[config.mk]
export PLATFORM = sky130hd
export DESIGN_NAME = ifeb_top
export DESIGN_NICKNAME = d
export VERILOG_FILES = /design/src/design/ifeb_pkg.sv /design/src/design/ifeb_flag_word.sv /design/src/design/ifeb_top.sv
export SDC_FILE = /design/constraint.sdc
export NUM_CORES = 1
export LEC_CHECK = 0
export ABC_CLOCK_PERIOD_IN_PS = 2750
export BUFFER_PORTS_ARGS = -buffer_cell sky130_fd_sc_hd__clkbuf_2
export CORE_AREA = 2 2 127 129
export DETAILED_ROUTE_END_ITERATION = 7
export DIE_AREA = 0 0 129 131
export GPL_TIMING_DRIVEN = 1
export PLACE_DENSITY = 0.59
export SKIP_CTS_REPAIR_TIMING = 1
export SYNTH_ARGS = -nofsm -noshare
export SYNTH_HDL_FRONTEND = slang
export SYNTH_SLANG_ARGS = --single-unit
[constraint.sdc]
create_clock -name SYS_CLK -period 2.75 [get_ports SYS_CLK]
set_input_delay 0.55 -clock SYS_CLK [delete_from_list [all_inputs] [get_ports SYS_CLK]]
set_output_delay 0.55 -clock SYS_CLK [all_outputs]
set_load 0.02 [all_outputs]
[src/design/ifeb_pkg.sv]
// Overview of operation
// - Flag word 3 bits 14,6,5,2,1 implemented
// - Flag word 4 bits 13,8,3,2,1 implemented
// - Flag word 5 bits 13..7 implemented
// - Flag word 5 bits 5..1 implemented
// - Flag reads 1 once request occurred
// - Enable 1 passes request, 0 blocks
// - Enable word 0 bits 13..8 implemented
// - Enable word 0 bits 7..5,3..0 implemented
// - Enable word 1 bits 15..9 implemented
// - Enable word 1 bits 7,6,4..0 implemented
// - Unimplemented bits ignore writes, read zero
// - Implemented bits read/write, reset to zero
`default_nettype none
package ifeb_pkg;
   localparam int          WORD_W      = 16;
   localparam int          ADDR_W      = 4;
   // Register offsets (word index on the plain register port)
   localparam logic [3:0]  OFS_FLAG3   = 4'h0;
   localparam logic [3:0]  OFS_FLAG4   = 4'h1;
   localparam logic [3:0]  OFS_FLAG5   = 4'h2;
   localparam logic [3:0]  OFS_EN0     = 4'h3;
   localparam logic [3:0]  OFS_EN1     = 4'h4;
   localparam logic [3:0]  OFS_IRQ_ST  = 4'h5;
   localparam logic [3:0]  OFS_IRQ_MSK = 4'h6;
   // Masks of implemented bits
   localparam logic [15:0] MASK_FLAG3  = 16'h4066;
   localparam logic [15:0] MASK_FLAG4  = 16'h210E;
   localparam logic [15:0] MASK_FLAG5  = 16'h3FBE;
   localparam logic [15:0] MASK_EN0    = 16'h3FEF;
   localparam logic [15:0] MASK_EN1    = 16'hFEDF;
   localparam logic [15:0] RST_WORD    = 16'h0000;
   // Block-interrupt status layout: one bit per flag word
   localparam int          IRQ_W       = 3;
   localparam logic [2:0]  RST_IRQ     = 3'h0;
endpackage : ifeb_pkg
`default_nettype wire

[src/design/ifeb_flag_word.sv]
`default_nettype none
// One flag word: per-bit sticky latch with software write access
module ifeb_flag_word #(
   parameter logic [15:0] IMPL_MASK = 16'h0000
) (
   input  wire logic        clk,
   input  wire logic        rst_n,
   input  wire logic [15:0] req,
   input  wire logic        wr,
   input  wire logic [15:0] wdata,
   output logic      [15:0] flags,
   output logic             new_event
);
   logic [15:0] flag_ff;
   logic [15:0] nxt_flag;

   // Hardware set wins over a software write of zero in the same cycle
   always_comb begin
      nxt_flag = wr ? wdata : flag_ff;
      nxt_flag = (nxt_flag | req) & IMPL_MASK;
   end

   // Sticky flags, cleared at power-on
   always_ff @(posedge clk or negedge rst_n) begin
      if (!rst_n) begin
         flag_ff <= ifeb_pkg::RST_WORD;
      end else begin
         flag_ff <= nxt_flag;
      end
   end

   assign flags     = flag_ff;
   assign new_event = |(req & IMPL_MASK & ~flag_ff);
endmodule : ifeb_flag_word
`default_nettype wire

[src/design/ifeb_top.sv]
`default_nettype none
// Flag words 3..5 and enable words 0..1 of the interrupt controller.
// Enable word sources keep their flags elsewhere; their flag lines arrive
// as inputs so the pending outputs can be formed here.
module ifeb_top (
   input  wire logic        SYS_CLK,
   input  wire logic        RST_N,
   input  wire logic [3:0]  REG_ADDR,
   input  wire logic [15:0] REG_WDATA,
   input  wire logic        REG_WR,
   input  wire logic        REG_RD,
   output logic      [15:0] REG_RDATA,
   input  wire logic [15:0] REQ_FLAG3,
   input  wire logic [15:0] REQ_FLAG4,
   input  wire logic [15:0] REQ_FLAG5,
   input  wire logic [15:0] FLAG_WORD0,
   input  wire logic [15:0] FLAG_WORD1,
   input  wire logic [15:0] EN_WORD3,
   input  wire logic [15:0] EN_WORD4,
   input  wire logic [15:0] EN_WORD5,
   output logic      [15:0] FLAG3_OUT,
   output logic      [15:0] FLAG4_OUT,
   output logic      [15:0] FLAG5_OUT,
   output logic      [15:0] EN0_OUT,
   output logic      [15:0] EN1_OUT,
   output logic      [15:0] PEND3,
   output logic      [15:0] PEND4,
   output logic      [15:0] PEND5,
   output logic      [15:0] PEND0,
   output logic      [15:0] PEND1,
   output logic             IRQ
);
   logic [15:0] flag3;
   logic [15:0] flag4;
   logic [15:0] flag5;
   logic [2:0]  evt;
   logic [15:0] en0_ff;
   logic [15:0] en1_ff;
   logic [2:0]  irq_st_ff;
   logic [2:0]  irq_msk_ff;
   logic [15:0] rdata_ff;
   logic [15:0] nxt_rdata;
   logic        wr3;
   logic        wr4;
   logic        wr5;

   assign wr3 = REG_WR && (REG_ADDR == ifeb_pkg::OFS_FLAG3);
   assign wr4 = REG_WR && (REG_ADDR == ifeb_pkg::OFS_FLAG4);
   assign wr5 = REG_WR && (REG_ADDR == ifeb_pkg::OFS_FLAG5);

   // Flag word 3: calendar, external 4/3, two-wire 2 master/slave
   ifeb_flag_word #(.IMPL_MASK(ifeb_pkg::MASK_FLAG3)) u_flag3 (
      .clk       (SYS_CLK),
      .rst_n     (RST_N),
      .req       (REQ_FLAG3),
      .wr        (wr3),
      .wdata     (REG_WDATA),
      .flags     (flag3),
      .new_event (evt[0])
   );

   // Flag word 4: charge timer, low voltage, checksum, serial errors
   ifeb_flag_word #(.IMPL_MASK(ifeb_pkg::MASK_FLAG4)) u_flag4 (
      .clk       (SYS_CLK),
      .rst_n     (RST_N),
      .req       (REQ_FLAG4),
      .wr        (wr4),
      .wdata     (REG_WDATA),
      .flags     (flag4),
      .new_event (evt[1])
   );

   // Flag word 5: capture/compare 9, spi3, serial 4 and 3, two-wire 3
   ifeb_flag_word #(.IMPL_MASK(ifeb_pkg::MASK_FLAG5)) u_flag5 (
      .clk       (SYS_CLK),
      .rst_n     (RST_N),
      .req       (REQ_FLAG5),
      .wr        (wr5),
      .wdata     (REG_WDATA),
      .flags     (flag5),
      .new_event (evt[2])
   );

   // Enable word 0; unimplemented positions masked off on write
   always_ff @(posedge SYS_CLK or negedge RST_N) begin
      if (!RST_N) begin
         en0_ff <= ifeb_pkg::RST_WORD;
      end else if (REG_WR && (REG_ADDR == ifeb_pkg::OFS_EN0)) begin
         en0_ff <= REG_WDATA & ifeb_pkg::MASK_EN0;
      end
   end

   // Enable word 1
   always_ff @(posedge SYS_CLK or negedge RST_N) begin
      if (!RST_N) begin
         en1_ff <= ifeb_pkg::RST_WORD;
      end else if (REG_WR && (REG_ADDR == ifeb_pkg::OFS_EN1)) begin
         en1_ff <= REG_WDATA & ifeb_pkg::MASK_EN1;
      end
   end

   // Block event status: set on a new flag, write one to clear; set wins
   always_ff @(posedge SYS_CLK or negedge RST_N) begin
      if (!RST_N) begin
         irq_st_ff <= ifeb_pkg::RST_IRQ;
      end else if (REG_WR && (REG_ADDR == ifeb_pkg::OFS_IRQ_ST)) begin
         irq_st_ff <= (irq_st_ff & ~REG_WDATA[2:0]) | evt;
      end else begin
         irq_st_ff <= irq_st_ff | evt;
      end
   end

   // Event mask
   always_ff @(posedge SYS_CLK or negedge RST_N) begin
      if (!RST_N) begin
         irq_msk_ff <= ifeb_pkg::RST_IRQ;
      end else if (REG_WR && (REG_ADDR == ifeb_pkg::OFS_IRQ_MSK)) begin
         irq_msk_ff <= REG_WDATA[2:0];
      end
   end

   // Read mux; unmapped offsets read zero
   always_comb begin
      unique case (REG_ADDR)
         ifeb_pkg::OFS_FLAG3:   nxt_rdata = flag3;
         ifeb_pkg::OFS_FLAG4:   nxt_rdata = flag4;
         ifeb_pkg::OFS_FLAG5:   nxt_rdata = flag5;
         ifeb_pkg::OFS_EN0:     nxt_rdata = en0_ff;
         ifeb_pkg::OFS_EN1:     nxt_rdata = en1_ff;
         ifeb_pkg::OFS_IRQ_ST:  nxt_rdata = {13'h0000, irq_st_ff};
         ifeb_pkg::OFS_IRQ_MSK: nxt_rdata = {13'h0000, irq_msk_ff};
         default:               nxt_rdata = ifeb_pkg::RST_WORD;
      endcase
   end

   // Read data held only in the cycle after the strobe
   always_ff @(posedge SYS_CLK or negedge RST_N) begin
      if (!RST_N) begin
         rdata_ff <= ifeb_pkg::RST_WORD;
      end else if (REG_RD) begin
         rdata_ff <= nxt_rdata;
      end else begin
         rdata_ff <= ifeb_pkg::RST_WORD;
      end
   end

   assign REG_RDATA = rdata_ff;
   assign FLAG3_OUT = flag3;
   assign FLAG4_OUT = flag4;
   assign FLAG5_OUT = flag5;
   assign EN0_OUT   = en0_ff;
   assign EN1_OUT   = en1_ff;

   // Pending request per source: flag gated by enable
   assign PEND3 = flag3 & EN_WORD3;
   assign PEND4 = flag4 & EN_WORD4;
   assign PEND5 = flag5 & EN_WORD5;
   assign PEND0 = FLAG_WORD0 & en0_ff;
   assign PEND1 = FLAG_WORD1 & en1_ff;

   assign IRQ = |(irq_st_ff & irq_msk_ff);
endmodule : ifeb_top
`default_nettype wire

== Word-level counts from Yosys, hierarchy flattened ==
Cells that the tools add are included.
Cells by class
  equality and inequality tests: 6
  multiplexer cells: 6
  bitwise logic cells: 19
  reduce and logical (&&, ||, !) cells: 12
Operators with widths (number)
  one-hot mux 16 bit (7 select lines): 1
  bitwise AND 14 x 16 -> 16 bit: 4
  OR reduction 16 bit: 3
  bitwise AND 15 x 16 -> 16 bit: 2
  NOT 14 -> 16 bit: 2
  2-to-1 mux 14 bit: 2
  OR 14 bit: 2
  bitwise AND 16 x 14 -> 16 bit: 1
  bitwise AND 16 bit: 1
  2-to-1 mux 16 bit: 1
  NOT 15 -> 16 bit: 1
  2-to-1 mux 15 bit: 1
  OR 15 bit: 1
  == test 4 x 3 -> 1 bit (second input constant): 3
  == test 4 x 2 -> 1 bit (second input constant): 2
  logical AND 1 bit: 7
  bitwise AND 3 bit: 2
  OR 3 bit: 2
  == test 4 x 1 -> 1 bit (second input constant): 1
  zero test 4 bit: 1
  2-to-1 mux 3 bit: 1
  NOT 3 bit: 1
  OR reduction 3 bit: 1
Storage, ports and cells
  register bits after elaboration: 71
  input port bits: 152
  output and inout port bits: 177
  logic and storage cells: 51

== Depth between registers and ports, before layout ==
  depth after elaboration: 5
  gate-level depth with buffers: 6
  depth with buffers taken out: 3

== Modules after synthesis ==
Synthesis repeated with hierarchy kept, for this count alone.
Unflattened totals
  cells, all modules: 446
  area, all modules: 4521.8 um2
By module, submodules not included
  ifeb_top: times used 1, cells each 308, area each 3221.8 um2, seq. area each 1226.2 um2
  ifeb_flag_word (u_flag3 ...): times used 2, cells each 38, area each 326.6 um2, seq. area each 125.1 um2
  ifeb_flag_word (u_flag5): times used 1, cells each 62, area each 646.9 um2, seq. area each 300.3 um2

== Least setup slack after synthesis ==
Ideal clock, no wire load.
  path type: in2reg
  start point: in REG_ADDR[3]
  end point: reg en0_ff[10] (netlist: EN0_OUT[10])
  library setup time: 125 ps
  data arrival time: 1634 ps
  data required time: 2625 ps
  setup slack: 991 ps
  cell stages on the path: 6
  buffers on the path: 3
  path through: buf_2 and4bb_1 buf_4 nand2_2 buf_6 mux2_4
On the way
  cells in the longest elaborated chain, start to end: 2
Ends and longest elaborated chain
  start, declared: line ifeb_top.sv:8  | input wire logic [3:0] REG_ADDR,
  == test 4 x 2 -> 1 bit: line ifeb_top.sv:88  | end else if (REG_WR && (REG_ADDR == ifeb_pkg::OFS_EN0)) begin
  logical AND 1 bit: line ifeb_top.sv:88
  end signal, assigned: line ifeb_top.sv:87  | en0_ff <= ifeb_pkg::RST_WORD;
  end signal, assigned: line ifeb_top.sv:89  | en0_ff <= REG_WDATA & ifeb_pkg::MASK_EN0;
  end, declared: line ifeb_top.sv:37  | logic [15:0] en0_ff;
Every way passes these cells.
A chain may end at the register's enable or synchronous reset.

== Worst setup path after layout ==
  start point: reg irq_st_ff[2]
  end point: out IRQ
On the way
  cells in the longest elaborated chain, start to end: 2
Ends and longest elaborated chain
  start, declared: line ifeb_top.sv:39  | logic [2:0] irq_st_ff;
  start signal, assigned: line ifeb_top.sv:105  | irq_st_ff <= ifeb_pkg::RST_IRQ;
  start signal, assigned: line ifeb_top.sv:107  | irq_st_ff <= (irq_st_ff & ~REG_WDATA[2:0]) | evt;
  start signal, assigned: line ifeb_top.sv:109  | irq_st_ff <= irq_st_ff | evt;
  bitwise AND 3 bit: line ifeb_top.sv:161  | assign IRQ = |(irq_st_ff & irq_msk_ff);
  OR reduction 3 bit: line ifeb_top.sv:161
  end, declared: line ifeb_top.sv:31  | output logic IRQ
Every way passes these cells.

==> metrics.md <==
| Metric | Value |
|---|---|
| Maxcap violations | 0 |
| Status | completed |
| Max-Slew Margin vs Limit | 0.6042 |
| Compound-cell area share of the yosys netlist | 0.1185 |
| Setup TNS Final | 0 ns |
| Main combinational cell family by area after synthesis | simple AND/OR/NAND/NOR gates |
| Total Nets Final | 772 |
| Top-area cell type share of the netlist area | 0.4135 |
| Worst path slowest cell | dfrtp_1 |
| Vias in the first global route | 3400 |
| Synth-to-layout area growth | 32.53% |
| Antenna diode instance count | 0 |
| Critical Setup Path Class | reg2out |
| # setup viols final | 0 |
| DPL Wire Length | 10280 um |
| Antenna-violating nets left | 0 |
| Clock root buffer | clkbuf_16 |
| Top delay family on crit path | flip-flops |
| Initial DRC count | 161 |
| M1 WL | 5642 um |
| P per Cell Area | 606.1 mW/mm^2 |
| Ys Warns | 0 |
| Routability cong. | 0.7765 |
| Met3 WL | 853 um |
| Highest Clock Rate | 0.5150 GHz |
| Chip height | 131 um |
| Post-Synth Simple-Gate Area | 0.2068 |
| Post-Route WL | 13330 um |
| Grt ovf | 0 |
| DR top layer | met4 |
| Critical path fanouts, max | 3 |
| Synth Register Bits | 71 |
| Fin. Hold Viols | 0 |
| RSZ-0062 raised after global routing | no |
| Hold/Removal Path Class | in2async |
| DP Cell Count | 825 |
| Crit. End Element | output port |
| Final Critical Period | 1.942 ns |
| CP peak stage delay | 0.41 ns |
| XOR/XNOR Fraction of Synth Area | 0 |
| TritonCTS Buffers | 9 |
| Via count | 3666 |
| Post-Syn Area | 0.004297 mm^2 |
| Startpoint types | register |
| Via density | 4.359 |
| DR WL met2 | 6729 um |
| Clock transition at path regs | 0.06 ns |
| Worst Path Arrival | 1.39 ns |
| Final cycle utilization of the critical path | 0.7060 |
| Cell accounting for the most synthesized area | dfrtp_1 |
| Site row count | 46 |
| Clk Latency, worst-skew pair | 0.33 ns |
| Max-slew violations | 0 |
| Max Root-Sink Buffers | 2 |
| Worst slew pin tran | 0.5916 ns |
| Drt wl/cell | 15.85 um |
| EDFF count, synth | 0 |
| First-pass GRT wire length | 19220 um |
| Leakage | 3.015 nW |
| Synth cell types | 43 |
| Largest net degree at the start of global routing | 40 |
| Worst VDD drop | 0.2933 mV |
| Most instantiated library cell after synthesis | dfrtp_1 |
| H-tree levels | 3 |
| Initial core utilization | 0.2755 |
| # fillers | 1608 |
| Cell Chain, Critical Path | a222oi_1, inv_1, clkbuf_2 |
| IO Count | 329 |
| Adder-cell share of the synthesized area | 0 |
| First drt pass iteration count | 4 |
| Synth cell count leaders | 71 x dfrtp_1, 64 x buf_4, 49 x and2_1 |
| Final clock skew | 0.003306 ns |
| Mux cell area share after synthesis | 0.1139 |
| Synthesized instance count | 408 |
| Post-Syn Area per Cell | 10.53 um^2 |
| Global-route usage over all layers | 0.1533 |
| DRC viols | 0 |
| Share of cells above drive strength 1 | 0.4432 |
| CTS tree | built |
| Ys async rst share | 1.000 |
| PortBufs | 209 |
| Req. time, crit path | 2.20 ns |
| TritonCTS Sinks | 71 |
| Core area | 0.01560 mm^2 |
| Die W | 129 um |
| Most area-consuming cells after synthesis | dfrtp_1 41%, buf_4 11%, and2_1 7.1% |
| Synth Flop Type | dfrtp_1 |
| Antenna violations before repair | 0 |
| Final non-filler cell total | 841 |
| Register area share after synthesis | 0.4135 |
| Bufs and invs on worst path | 2 |
| Die ar. | 0.01690 mm^2 |
[final cells by class]
type	instances	area, um^2	share of cell area
clock inverter	3	40.04	0.007031
tap	216	270.3	0.04746
timing repair buffer	221	1151	0.2022
sequential	71	1777	0.3120
multi-input combinational	301	2126	0.3733
inverter	16	60.06	0.01055
clock buffer	13	270.3	0.04746
[final timing paths]
| check | start | slack (ns) | end | cells past startpoint |
|---|---|---|---|---|
| setup / recovery | irq_st_ff[2] | 0.81 | IRQ | 3 |
| hold / removal | RST_N | 0.17 | EN0_OUT[11] | 1 |
| setup reg to reg | u_flag5.flags[2] | 1.33 | irq_st_ff[2] | 3 |
| hold reg to reg | irq_msk_ff[0] | 0.54 | irq_msk_ff[0] | 1 |
| max in group asynchronous | RST_N | 1.99 | EN1_OUT[2] | 2 |
| min in group SYS_CLK | REQ_FLAG5[13] | 0.42 | u_flag5.flags[13] | 2 |
[state kept, by name, summed over array words and instances, names as in the netlist]
register,count
EN1_OUT,14
u_flag4.flags,5
REG_RDATA,16
irq_msk_ff,3
irq_st_ff,3
EN0_OUT,13
u_flag5.flags,12
u_flag3.flags,5
[metal layers]
| metal | global-route usage | vias up |
|---|---|---|
| li1 | - | 1737 |
| met4 | 0.04284 | 0 |
| met5 | 0 | - |
| met3 | 0.03990 | 9 |
| met1 | 0.1883 | 1758 |
| met2 | 0.2667 | 162 |
[logic make-up after synthesis]
| kind of cell | count (synthesis) |
|---|---|
| simple gates | 132 |
| flops | 71 |
| buf+inv | 97 |
| compound gates | 70 |
| other cells | 1 |
| mux | 37 |
[report_power, final]
group          leakage (nW)  internal [mW]  total [mW]  switching (mW)
logic                  2.04          0.388       0.948           0.560
clock network         0.156          0.774        1.21           0.436
registers             0.815           1.17        1.29           0.126
[cell usage in the layout (no fill, tap or decap), types with 8 or more instances in the layout]
cell,instances
buf_4,12
and3_1,13
dfrtp_1,71
mux2_2,15
inv_1,16
a21oi_1,20
a211o_1,13
nor2b_1,10
mux2_4,20
and2_1,49
clkbuf_16,9
o21ai_0,8
nand2_1,11
clkbuf_2,208
conb_1,62
and3b_1,18
a311o_1,9
[per-stage QoR]
step / cell area [um^2] / setup slack (ns) / hold slack, ns / utilization / power [mW]
floorplan: 4526 / 0.9913 / 0.2544 / - / 1.954
global placement: 5384 / 0.5725 / 0.5187 / 0.3452 / 2.260
detailed placement: 5384 / 0.5608 / 0.5235 / 0.3452 / 2.268
CTS: 5694 / 0.7748 / 0.1751 / 0.3651 / 3.505
global route: 5694 / 0.6856 / 0.1940 / 0.3651 / 3.630
finish: 5694 / 0.8084 / 0.1730 / 0.3651 / 3.451
No activity file was read; power rests on OpenSTA's default activity.
